### config.mk
export PLATFORM = sky130hd
export DESIGN_NAME = rsc_top
export DESIGN_NICKNAME = d
export VERILOG_FILES = /design/src/rsc_pkg.sv /design/src/rsc_pulse_filter.sv /design/src/rsc_top.sv
export VERILOG_INCLUDE_DIRS = /design/src /design/src/src
export SDC_FILE = /design/constraint.sdc
export NUM_CORES = 1
export LEC_CHECK = 0
export ABC_AREA = 1
export ABC_CLOCK_PERIOD_IN_PS = 6400
export BUFFER_PORTS_ARGS = -buffer_cell sky130_fd_sc_hd__buf_2
export CELL_PAD_IN_SITES_DETAIL_PLACEMENT = 0
export CELL_PAD_IN_SITES_GLOBAL_PLACEMENT = 1
export CORE_AREA = 8 8 118 120
export CTS_CLUSTER_SIZE = 30
export DETAILED_ROUTE_END_ITERATION = 16
export DIE_AREA = 0 0 126 128
export PLACE_DENSITY = 0.9
export SYNTH_ARGS = -nofsm -noshare
export SYNTH_HDL_FRONTEND = slang
export SYNTH_SLANG_ARGS = --single-unit
### constraint.sdc
create_clock -name pclk -period 6.4 [get_ports pclk]
set_input_delay 0.64 -clock pclk [delete_from_list [all_inputs] [get_ports pclk]]
set_output_delay 0.64 -clock pclk [all_outputs]
set_load 0.01 [all_outputs]
### src/rsc_params.svh
// Constants for the reset source controller
// Assumes a 125 MHz pclk; included by the package and the modules
`ifndef RSC_PARAMS_SVH
`define RSC_PARAMS_SVH
`define RSC_CLK_NS        8
`define RSC_STRETCH_NS    4096
`define RSC_STRETCH_CYC   (`RSC_STRETCH_NS / `RSC_CLK_NS)
`define RSC_DROOP_MIN_NS  2000
`define RSC_DROOP_MIN_CYC ((`RSC_DROOP_MIN_NS + `RSC_CLK_NS - 1) / `RSC_CLK_NS)
`define RSC_PIN_MIN_NS    2500
`define RSC_PIN_MIN_CYC   ((`RSC_PIN_MIN_NS + `RSC_CLK_NS - 1) / `RSC_CLK_NS)
`define RSC_ADDR_W        12
`define RSC_FLAGS_OFS     12'h000
`define RSC_POR_BIT       0
`define RSC_PIN_BIT       1
`define RSC_DROOP_BIT     2
`define RSC_DOG_BIT       3
`define RSC_FLAGS_W       4
`define RSC_FLAGS_RST     4'h1
`define RSC_LVL_OFF       3'h7
`define RSC_LVL_1V8       3'h6
`define RSC_LVL_2V7       3'h5
`define RSC_LVL_4V3       3'h4
`define RSC_CNT_W         24
`define RSC_FCNT_W        16
`define RSC_MAX_SHIFT     4
`endif

### src/rsc_pkg.sv
// Types shared by the reset source controller modules
// Assumes rsc_params.svh sits on the include path
`include "rsc_params.svh"
package rsc_pkg;
    typedef enum logic [2:0] {
        RSC_HOLD  = 3'h1,
        RSC_COUNT = 3'h2,
        RSC_DONE  = 3'h4
    } rsc_phase_t;

    typedef struct packed {
        logic                    dis1;
        logic                    dis2;
        logic [2:0]              lvl1;
        logic [2:0]              lvl2;
        logic [1:0]              sut1;
        logic [1:0]              sut2;
        logic [3:0]              ck1;
        logic [3:0]              ck2;
        logic                    por1;
        logic                    por2;
        logic                    dog_prev;
        logic                    dog_pulse;
        rsc_phase_t              ph;
        logic [`RSC_CNT_W-1:0]   cnt;
        logic [`RSC_FLAGS_W-1:0] flags;
        logic [7:0]              rdata;
    } rsc_top_t;

    typedef struct packed {
        logic                   s1;
        logic                   s2;
        logic [`RSC_FCNT_W-1:0] cnt;
        logic                   held;
    } rsc_filt_t;
endpackage : rsc_pkg

### src/rsc_pulse_filter.sv
// Synchronises an asynchronous active-high level and passes it on only
// after it has stood for more than MIN_CYC cycles; release follows at once.
// Assumes the level comes from outside the pclk domain.
`timescale 1ns/1ps
`include "rsc_params.svh"
module rsc_pulse_filter
    import rsc_pkg::*;
#(
    parameter int MIN_CYC = 1
) (
    input  wire logic pclk,     // System clock
    input  wire logic presetn,  // Async reset, active low
    input  wire logic raw,      // Asynchronous active level
    output logic      held      // Filtered, synchronised level
);
    localparam logic [`RSC_FCNT_W-1:0] LIM = `RSC_FCNT_W'(MIN_CYC);
    rsc_filt_t s;
    rsc_filt_t next_s;

    if (MIN_CYC < 1 || MIN_CYC >= (1 << `RSC_FCNT_W)) begin : g_chk
        $error("rsc_pulse_filter: MIN_CYC out of range");
    end

    always_comb begin
        next_s    = s;
        next_s.s1 = raw;
        next_s.s2 = s.s1;
        // Short dips never reach the counter limit, so they are dropped
        if (!s.s2) begin
            next_s.cnt  = '0;
            next_s.held = 1'b0;
        end else if (s.cnt != LIM) begin
            next_s.cnt = s.cnt + 1'b1;
        end else begin
            next_s.held = 1'b1;
        end
    end

    always_ff @(posedge pclk or negedge presetn) begin
        if (!presetn) begin
            s <= '0;
        end else begin
            s <= next_s;
        end
    end

    assign held = s.held;

    a_filter_width: assert property (@(posedge pclk) disable iff (!presetn)
        $rose(held) |-> $past(s.s2, 1) && $past(s.cnt, 1) == LIM)
        else $error("Filtered level rose before minimum width");
endmodule : rsc_pulse_filter

### src/rsc_top.sv
// Reset source controller: merges power-up, pin, supply droop and
// watchdog sources into one stretched core reset, keeps cause flags
// and serves them over APB. Assumes analog detectors drive levels,
// fuse inputs are static, and the watchdog strobe is on pclk.
//
// Summary of operation
// - Core reset stays asserted while the power-up detector reports low supply.
// - Supply rising past threshold starts the stretch counter before release.
// - Supply falling below power-up level reasserts reset at once.
// - Pin held low resets the core even without a clock.
// - After a pin low longer than the pin filter width returns high, the full stretch period runs.
// - A fuse input disables the pin as a reset source.
// - Three-bit code picks droop level; 111 and reserved codes disable it.
// - Enabled droop asserts reset after the filter and sync delay, releases after the stretch period.
// - Droop dips shorter than the minimum pulse width are ignored.
// - Watchdog timeout makes an internal reset pulse of exactly one cycle.
// - Stretch counting starts when that watchdog pulse falls.
// - Status bits 7 to 4 always read zero.
// - Bit 3 set by watchdog reset; cleared by power-up or zero write.
// - Bit 2 set by droop reset; cleared by power-up or zero write.
// - Bit 1 set by pin reset; cleared by power-up or zero write.
// - Bit 0 set by power-up reset; cleared only by zero write.
// - Stretch period comes from start-up time and clock-source fuses.
// - Port reset output asserts asynchronously for power-up and pin; droop and watchdog assert it on pclk.
`timescale 1ns/1ps
`include "rsc_params.svh"
module rsc_top
    import rsc_pkg::*;
#(
    parameter int STRETCH_BASE = `RSC_STRETCH_CYC,
    parameter int DROOP_MIN    = `RSC_DROOP_MIN_CYC,
    parameter int PIN_MIN      = `RSC_PIN_MIN_CYC
) (
    input  wire logic                  pclk,                   // System clock
    input  wire logic                  presetn,                // Async reset, low
    input  wire logic                  psel,                   // APB select
    input  wire logic                  penable,                // APB enable
    input  wire logic                  pwrite,                 // APB write
    input  wire logic [`RSC_ADDR_W-1:0] paddr,                 // APB address
    input  wire logic [31:0]           pwdata,                 // APB write data
    output logic [31:0]                prdata,                 // APB read data
    output logic                       pready,                 // APB ready
    output logic                       pslverr,                // APB error
    input  wire logic                  powerup_low,            // Supply below threshold
    input  wire logic                  ext_reset_n,            // Reset pin, low
    input  wire logic                  supply_droop_detect,    // Supply below droop level
    input  wire logic                  dog_timeout,            // Watchdog expiry strobe
    input  wire logic                  pin_reset_disable_fuse, // Pin source off
    input  wire logic [2:0]            droop_level_code,       // Droop level fuses
    input  wire logic [1:0]            startup_time_select,    // Start-up fuses
    input  wire logic [3:0]            clock_source_select,    // Clock fuses
    output logic                       droop_enable,           // Droop comparator on
    output logic [2:0]                 droop_level_sel,        // Droop level to comparator
    output logic                       core_reset_n,           // Core and port reset
    output logic [`RSC_FLAGS_W-1:0]    reset_cause_flags       // Cause flags
);
    rsc_top_t s;
    rsc_top_t next_s;

    if (STRETCH_BASE < 1 ||
        STRETCH_BASE >= (1 << (`RSC_CNT_W - `RSC_MAX_SHIFT))) begin : g_chk_st
        $error("rsc_top: STRETCH_BASE out of range");
    end

    logic                    pin_raw;
    logic                    pin_held;
    logic                    droop_held;
    logic                    droop_on;
    logic                    src_any;
    logic                    async_src;
    logic [2:0]              shift;
    logic [`RSC_CNT_W-1:0]   stretch_len;
    logic                    hit;
    logic                    wr;
    logic [`RSC_FLAGS_W-1:0] set_vec;

    assign pin_raw = !ext_reset_n && !s.dis2;

    // Pin flag wants a qualified pulse; the async path below does not wait
    rsc_pulse_filter #(
        .MIN_CYC (PIN_MIN)
    ) u_pin_filt (
        .pclk    (pclk),
        .presetn (presetn),
        .raw     (pin_raw),
        .held    (pin_held)
    );

    rsc_pulse_filter #(
        .MIN_CYC (DROOP_MIN)
    ) u_droop_filt (
        .pclk    (pclk),
        .presetn (presetn),
        .raw     (supply_droop_detect),
        .held    (droop_held)
    );

    always_comb begin
        droop_on = 1'b0;
        if (s.lvl2 == `RSC_LVL_1V8) begin
            droop_on = 1'b1;
        end else if (s.lvl2 == `RSC_LVL_2V7) begin
            droop_on = 1'b1;
        end else if (s.lvl2 == `RSC_LVL_4V3) begin
            droop_on = 1'b1;
        end
    end

    assign src_any = s.por2 || pin_held || (droop_held && droop_on) ||
                     s.dog_pulse;

    assign shift = {1'b0, s.sut2} + {2'b00, s.ck2[3]};
    assign stretch_len = `RSC_CNT_W'(STRETCH_BASE) << shift;

    // async assertion path
    // Raw levels are used on purpose: there may be no clock to sync them
    assign async_src = powerup_low || pin_raw;
    assign core_reset_n = !(async_src || src_any || s.ph != RSC_DONE);

    assign hit = (paddr == `RSC_FLAGS_OFS);
    assign wr  = psel && penable && pwrite && hit;

    always_comb begin
        set_vec = '0;
        set_vec[`RSC_PIN_BIT] = pin_held;
        set_vec[`RSC_DROOP_BIT] = droop_held && droop_on;
        set_vec[`RSC_DOG_BIT] = s.dog_pulse;
    end

    always_comb begin
        next_s      = s;
        next_s.dis1 = pin_reset_disable_fuse;
        next_s.dis2 = s.dis1;
        next_s.lvl1 = droop_level_code;
        next_s.lvl2 = s.lvl1;
        next_s.sut1 = startup_time_select;
        next_s.sut2 = s.sut1;
        next_s.ck1  = clock_source_select;
        next_s.ck2  = s.ck1;
        next_s.por1 = powerup_low;
        next_s.por2 = s.por1;

        next_s.dog_prev  = dog_timeout;
        next_s.dog_pulse = dog_timeout && !s.dog_prev;

        case (s.ph)
            RSC_HOLD: begin
                next_s.cnt = '0;
                if (!src_any) begin
                    next_s.ph = RSC_COUNT;
                end
            end
            RSC_COUNT: begin
                if (src_any) begin
                    next_s.ph  = RSC_HOLD;
                    next_s.cnt = '0;
                end else if (s.cnt == stretch_len - 1'b1) begin
                    next_s.ph = RSC_DONE;
                end else begin
                    next_s.cnt = s.cnt + 1'b1;
                end
            end
            RSC_DONE: begin
                if (src_any) begin
                    next_s.ph  = RSC_HOLD;
                    next_s.cnt = '0;
                end
            end
            default: begin
                next_s.ph  = RSC_HOLD;
                next_s.cnt = '0;
            end
        endcase

        if (s.por2) begin
            next_s.flags = `RSC_FLAGS_RST;
        end else begin
            // A set in the same cycle as a zero write survives it
            if (wr) begin
                next_s.flags = s.flags & pwdata[`RSC_FLAGS_W-1:0];
            end
            next_s.flags = next_s.flags | set_vec;
        end

        // Read data captured in the setup phase, shown in the access phase
        if (psel && !penable && !pwrite) begin
            if (hit) begin
                next_s.rdata = {4'h0, s.flags};
            end else begin
                next_s.rdata = '0;
            end
        end
    end

    always_ff @(posedge pclk or negedge presetn) begin
        if (!presetn) begin
            s       <= '0;
            s.ph    <= RSC_HOLD;
            s.lvl1  <= `RSC_LVL_OFF;
            s.lvl2  <= `RSC_LVL_OFF;
            s.flags <= `RSC_FLAGS_RST;
        end else begin
            s <= next_s;
        end
    end

    assign prdata            = {24'h000000, s.rdata};
    assign pready            = 1'b1;
    assign pslverr           = psel && penable && !hit;
    assign droop_enable      = droop_on;
    assign droop_level_sel   = s.lvl2;
    assign reset_cause_flags = s.flags;

    a_por_holds: assert property (@(posedge pclk) disable iff (!presetn)
        s.por2 |-> !core_reset_n ##1 !core_reset_n)
        else $error("Reset released while supply low");

    a_por_stretch: assert property (@(posedge pclk) disable iff (!presetn)
        $rose(core_reset_n) |->
            $past(s.ph, 1) == RSC_COUNT && $past(s.cnt, 1) == stretch_len - 1'b1)
        else $error("Reset released before full stretch");

    a_por_instant: assert property (@(posedge pclk) disable iff (!presetn)
        powerup_low |-> !core_reset_n)
        else $error("Supply low without reset");

    a_pin_async: assert property (@(posedge pclk) disable iff (!presetn)
        pin_raw |-> !core_reset_n)
        else $error("Pin low without reset");

    a_pin_restart: assert property (@(posedge pclk) disable iff (!presetn)
        $fell(pin_held) && !src_any |-> s.ph == RSC_HOLD ##1 s.ph == RSC_COUNT)
        else $error("Pin release skipped counting");

    a_fuse_blocks: assert property (@(posedge pclk) disable iff (!presetn)
        s.dis2 |-> !pin_raw)
        else $error("Disabled pin still acts");

    a_droop_off: assert property (@(posedge pclk) disable iff (!presetn)
        s.lvl2 == `RSC_LVL_OFF |-> !droop_enable)
        else $error("Droop enabled by off code");

    a_droop_hold: assert property (@(posedge pclk) disable iff (!presetn)
        droop_held && droop_on |-> !core_reset_n ##1 s.ph == RSC_HOLD)
        else $error("Droop did not hold reset");

    a_dog_single: assert property (@(posedge pclk) disable iff (!presetn)
        s.dog_pulse |=> !s.dog_pulse)
        else $error("Watchdog pulse longer than one cycle");

    a_dog_count: assert property (@(posedge pclk) disable iff (!presetn)
        s.dog_pulse && !s.por2 |=> s.flags[`RSC_DOG_BIT] && s.ph == RSC_HOLD)
        else $error("Watchdog reset not recorded");

    a_upper_zero: assert property (@(posedge pclk) disable iff (!presetn)
        prdata[31:`RSC_FLAGS_W] == '0)
        else $error("Reserved status bits not zero");

    a_por_flag: assert property (@(posedge pclk) disable iff (!presetn)
        s.por2 |=> s.flags == `RSC_FLAGS_RST)
        else $error("Power-up did not set only its flag");

    a_count_restart: assert property (@(posedge pclk) disable iff (!presetn)
        s.ph == RSC_COUNT && src_any |=> s.ph == RSC_HOLD && s.cnt == '0)
        else $error("Counter did not restart");

    c_full_release: cover property (@(posedge pclk) disable iff (!presetn)
        $rose(core_reset_n));
    c_dog_reset: cover property (@(posedge pclk) disable iff (!presetn)
        s.dog_pulse ##1 s.ph == RSC_HOLD ##1 s.ph == RSC_COUNT);
    c_flag_clear: cover property (@(posedge pclk) disable iff (!presetn)
        wr && s.flags != '0 ##1 s.flags == '0);
endmodule : rsc_top

==> results of run 1 <==
[power by group]
group / internal, uW / switching, uW / leakage [uW]
sequential: 590 / 11.2 / 0.00120
clock: 316 / 224 / 0.000151
combinational: 24.4 / 55.5 / 0.00130
total: 931 / 291 / 0.00266
[cells by family (layout without fill, tap and decap cells)]
group           after synthesis  count (layout)
fa+ha+maj                     8               8
xor+xnor                      9               9
compound gates               59              59
buf+inv                     115             130
other cells                   2              29
simple gates                365             365
flops                        91              91
[state kept, by name (all words and copies together), names as in the netlist]
name	cells
u_pin_filt.s	17
u_droop_filt.next_s	1
u_pin_filt.held	1
prdata	4
reset_cause_flags	4
s	34
next_s	8
u_droop_filt.held	1
u_pin_filt.next_s	1
droop_level_sel	3
u_droop_filt.s	17
[worst min-delay path by stage]
stage                    endpoint       start  slack, ps  cells after the start
2_1_floorplan               s[41]  next_s[41]        330                      0
3_3_place_gp                s[46]  next_s[46]        330                      0
3_5_place_dp                s[52]  next_s[52]        330                      0
4_1_cts        u_droop_filt.s[12]     presetn        270                      1
5_1_grt        u_droop_filt.s[12]     presetn        300                      1
6_report       u_droop_filt.s[12]     presetn        270                      1
[critical path: stages (launching register included)]
cell and delay, ps:
dfstp_2 530, nand2_1 40, and2_1 140, nand2_1 90
nand2_1 210, inv_2 380, nand2_2 280, nor3_1 270
buf_2 180
[metal layers]
| layer | share of wire | global-route usage | vias up |
|---|---|---|---|
| met2 | 0.47 | 0.2403 | 130 |
| met5 | 0 | 0 | - |
| met4 | 0.014 | 0.03963 | 0 |
| li1 | - | - | 2101 |
| met3 | 0.066 | 0.04825 | 20 |
| met1 | 0.45 | 0.1615 | 1947 |
[area by class of cell]
cell class                      count  area share
Clock buffer                       11     0.04388
Sequential cell                    91      0.4135
Timing Repair Buffer               46     0.04252
Clock inverter                      5     0.01108
Multi-Input combinational cell    470      0.4090
Inverter                           68     0.04614
Tap cell                          150     0.03393
[per-stage QoR]
| step | hold slack, ps | total power, uW | util |
|---|---|---|---|
| after floorplan | 331.2 | 670.9 | - |
| after global placement | 332.0 | 688.7 | 0.4282 |
| after detailed placement | 334.7 | 692.6 | 0.4282 |
| after CTS | 270.7 | 1241 | 0.4531 |
| after global routing | 298.1 | 1270 | 0.4531 |
| final | 271.7 | 1221 | 0.4531 |
[synth_stat cells]
master | n | area share
a21o_1 | 1 | 0.0015
a21oi_1 | 21 | 0.021
a31oi_1 | 1 | 0.0012
and2_1 | 1 | 0.0012
buf_12 | 1 | 0.0040
buf_4 | 40 | 0.059
buf_8 | 1 | 0.0030
clkbuf_1 | 5 | 0.0037
conb_1 | 2 | 0.0015
dfrtp_1 | 83 | 0.41
dfstp_2 | 8 | 0.042
ha_1 | 8 | 0.020
inv_1 | 66 | 0.049
inv_2 | 2 | 0.0015
nand2_1 | 153 | 0.11
nand2_2 | 20 | 0.025
nand2_4 | 1 | 0.0022
nand3_1 | 54 | 0.053
nand3_2 | 3 | 0.0059
nand3b_1 | 2 | 0.0030
nand4_1 | 24 | 0.030
nand4_4 | 1 | 0.0042
nor2_1 | 81 | 0.060
nor2_4 | 2 | 0.0045
nor2b_1 | 1 | 0.0012
nor3_1 | 13 | 0.013
nor3_2 | 1 | 0.0020
nor4_1 | 4 | 0.0049
o21a_1 | 2 | 0.0030
o21ai_0 | 30 | 0.030
o21bai_1 | 1 | 0.0015
o22ai_1 | 1 | 0.0012
o31ai_1 | 2 | 0.0030
or2_2 | 4 | 0.0049
xnor2_1 | 1 | 0.0017
xor2_1 | 8 | 0.014
==> metrics.txt, run 1 <==
CP endpoint kind=primary output; post-CTS sizing=0; initial antenna violation count=0; Area growth syn-to-layout=9.377%; Die H=128 um; antenna diode count=0; Crit Path Max Fanout=19; Final Hold Fails=0; Cells after DPL=825; status=finished, final reports clean; placed instance area=~5200 sq um; Register Area=around 2300 sq um; CTS Buf Count=9; final wirelength=10.89 mm; synth unique cells=36; most frequent cells in the layout=nand2_1, dfrtp_1, nor2_1; Post-DP HPWL=between 8 and 9 mm; Worst-Margin Slew=about 650 ps; synth warn=0; crit start category=flop; Finished Cell Area=5532 sq um; DRC viols=0; Clock Root Buffer=clkbuf_16; Final Skew=8.892 ps; min Tclk post-route=~3100 ps; DIE WIDTH=~130 um; Post-Synthesis Cell Area=5057 sq um; Final period util=0.4864; DR iter-0 viols=293; setup ws final=between 3000 and 4000 ps; share of cells above drive strength 1=0.1491; reg-to-reg startpoint=s[46]; Synth Area in Adders=0.01979; largest family of logic cells by synthesized area=simple AND/OR/NAND/NOR gates; die area=16130 sq um; setup TNS=0 ps; Clk Latency, worst-skew pair=340 ps; IO buf count=45; complex-gate fraction of the synthesized area=0.06185; Final Setup Violations=0; R2R setup slack=between 3000 and 4000 ps; Min-Delay Path Class=in2async; most common cell after layout, fill and taps aside=nand2_1; syn_area_per_cell=slightly below 8 sq um; WP data arrival=2470 ps; VDD IR-drop max=0.1828 mV; GR Util All Layers=0.1396; Avg Vias per Cell=~5.0; pre-CTS setup slack=3634 ps; TritonCTS clock tree=yes; largest net degree at the start of global routing=54; vias in the first global route=4086; area of the multi-input gates=between 2000 and 2500 sq um; Max Slew Vio Count=0; Critical Path RT=5760 ps; H-tree depth=3; xor/xnor share of the synthesized area=0.01559; mux cell area share after synthesis=0; Gate Count Post-Synth=649; Yosys reg bits=91; MaxCap Viol Count=0; CTS clock-pin slew for the worst setup and hold paths=about 70 ps; Final #Nets=757; via count=4198; fmax=roughly 0.32 GHz; clk sinks=about 90; post-route insts no fill=841; hold_buf cts=0; Synth Area in Simple Gates=0.3286; RSZ-0062 raised after global routing=no; Slew HR=0.5663; worst reg-to-reg path cell count=15; PwrDens=220.8 nW/um^2; Ports=between 100 and 150; critical path startpoint=droop_level_sel[1]; Filler Cell Count=1236; CTS Buffer Depth=2; DR WL/cell=roughly 13 um; first-pass GRT wire length=18.39 mm; antenna-violating nets left=0; GP Congestion=~0.9; Initial Util=0.4142; row count=just over 40; CP endpoint=core_reset_n; setup bufs post-CTS=0; critical path type=reg2out; register area share after synthesis=0.4523; core area=12210 sq um; Leakage=0.002656 uW; 1st-pass router iterations=4; total congestion overflow=0; worst r2r dst=s[21]
(Power assumes the default switching activity.)
==> inputs of run 2 (changes only) <==
Settings changed: ABC_CLOCK_PERIOD_IN_PS 6400 to 2700, CORE_AREA 8 8 118 120 to 8 8 128 130, DIE_AREA 0 0 126 128 to 0 0 136 138, PLACE_DENSITY 0.9 to 0.81.
Clock period 6.4 ns to 2.7 ns, I/O delays scaled along.
==> metrics.txt, run 2 (synthesized netlist as in run 1, its figures left out) <==
1st-pass router iterations=5 (+1); Switching Power=711.3 uW (+140%); Die H=138 um (+7.8%); status=finished, final reports clean; Logic pwr share=0.067 (+0.002); Net Sw Frac=0.2433 (+0.005343); Initial Util=0.3533 (-0.06090); RSZ-0062 raised after global routing=no; Cells after DPL=861 (+4.4%); setup TNS=0 ps (unchanged); share of cells above drive strength 1=0.1586 (+0.009512); VDD IR-drop max=0.3630 mV (+99%); Leakage=0.002703 uW (+1.8%); largest net degree at the start of global routing=51 (-5.6%); DRC viols=0 (unchanged); row count=44 (+7.3%); min Tclk post-route=roughly 2400 ps; Min-Delay Path Class=in2reg; biggest regs=s: 34 flops, u_droop_filt.s: 17 flops, u_pin_filt.s: 17 flops; critical path type=reg2reg; core area=14310 sq um (+17%); Ports=106 (unchanged); most flop-heavy register=s; H-tree depth=3 (unchanged); die area=18770 sq um (+16%); fmax=0.4098 GHz; Final Setup Violations=0 (unchanged); MaxCap Viol Count=0 (unchanged); CP endpoint kind=flop; CTS Buffer Depth=2 (unchanged); most frequent cells in the layout=nand2_1, dfrtp_1, nor2_1; most common cell after layout, fill and taps aside=nand2_1; antenna diode count=0 (unchanged); Clock Root Buffer=clkbuf_16; Internal=2212 uW (+140%); Clk Latency, worst-skew pair=350 ps (about the same); Max Slew Vio Count=0 (unchanged); Post-DP HPWL=8.257 mm (+2.2%); Critical Path RT=2990 ps (-2770 ps); total congestion overflow=0 (unchanged); Largest register FFs=34 (unchanged); Final Hold Fails=0 (unchanged); Crit Path Max Fanout=12 (-7); CTS clock-pin slew for the worst setup and hold paths=60 ps (about the same); CTS Buf Count=9 (unchanged); placed instance area=5298 sq um (+1.3%); DR iter-0 viols=213 (-27%); Slew HR=0.5999 (+0.03351); GP Congestion=0.8203 (-8.3%); clk sinks=91 (unchanged); Final #Nets=766 (+1.2%); post-route insts no fill=884 (+5.1%); Final period util=0.9038; Clock Power Share=0.445 (+0.003); Flop pwr share=0.487 (-0.005); first-pass GRT wire length=19.02 mm (+3.4%); TritonCTS clock tree=yes; DIE WIDTH=136 um (+7.9%); Worst-Margin Slew=599.0 ps (-51.50 ps); Final Skew=8.704 ps (-0.1877 ps); crit start category=flop; GR Util All Layers=0.1251 (-0.01453); IO buf count=45 (unchanged); Avg Vias per Cell=4.628 (-7.3%); vias in the first global route=3830 (-6.3%); WP data arrival=2730 ps (+260 ps); DR WL/cell=13.06 um (+0.83%); overall power=2923 uW (+140%); final wirelength=11.55 mm (+6.0%); Finished Cell Area=5692 sq um (+2.9%); PwrDens=513.6 nW/um^2 (+130%); initial antenna violation count=0 (unchanged); via count=4091 (-2.5%); antenna-violating nets left=0 (unchanged); Area growth syn-to-layout=12.54%
-- run 2: layer usage --
| metal | global-route usage | wire (um) | up-vias |
|---|---|---|---|
| met5 | 0 | 0 | - |
| met2 | 0.2008 | 5489 | 75 |
| li1 | - | - | 2126 |
| met3 | 0.03080 | 547 | 11 |
| met1 | 0.1596 | 5377 | 1879 |
| met4 | 0.04280 | 130 | 0 |
-- run 2: final cells by class --
class                      instances  area (sq um)
clock buffer                      11         242.7
clock inverter                     5         60.06
fill                            1506          8622
inverter                          68         255.2
multi-input combinational        471          2298
sequential                        91          2287
tap                              184         230.2
timing repair buffer              54         317.8
-- run 2: power groups by stage --
stage               combinational (uW)  sequential, uW  clock, uW
floorplan                          150            1440          0
global placement                   190            1450          0
detailed placement                 191            1450          0
CTS                                197            1420       1360
global route                       228            1430       1410
finish                             197            1420       1300
-- run 2: timing repair --
| item | CTS | global route |
|---|---|---|
| endpoints found under the setup margin | 0 | 25 |
| hold buffers | 4 | 0 |
| endpoints found under the hold margin | 38 | 0 |
| resized for setup | 0 | 5 |
| buffers inserted | 0 | 2 |
-- run 2: worst max-delay path, stage by stage (launching register included) --
cell and delay, ps:
dfrtp_1 360, ha_1 190, ha_1 310, inv_2 110
nand3_2 90, ha_1 300, inv_1 40, nand2_1 50
nand2_1 40, nor2_1 100, nand3_1 120, nor2_4 130
nand4_4 90, buf_4 170, nand2_8 140, nand2_1 70
nand2_1 60
-- run 2: metrics by stage --
stage               hold slack, ps    util  setup WS (ps)
finish                       22.67  0.3976          259.6
CTS                          3.658  0.3941          133.1
detailed placement           298.7  0.3701          155.9
global route                 2.086  0.3976          35.72
floorplan                   -25.59       -          337.0
global placement             299.9  0.3701          176.8
-- run 2: final timing paths --
path	start	endpoint	slack (ps)	cells past startpoint
max	s[46]	s[23]	260	16
min	pin_reset_disable_fuse	next_s[61]	20	1
max reg2reg	s[46]	s[23]	260	16
min reg2reg	u_pin_filt.next_s[17]	u_pin_filt.s[17]	350	0
max in group asynchronous	presetn	reset_cause_flags[0]	1520	3
min in group asynchronous	presetn	u_droop_filt.s[14]	460	2
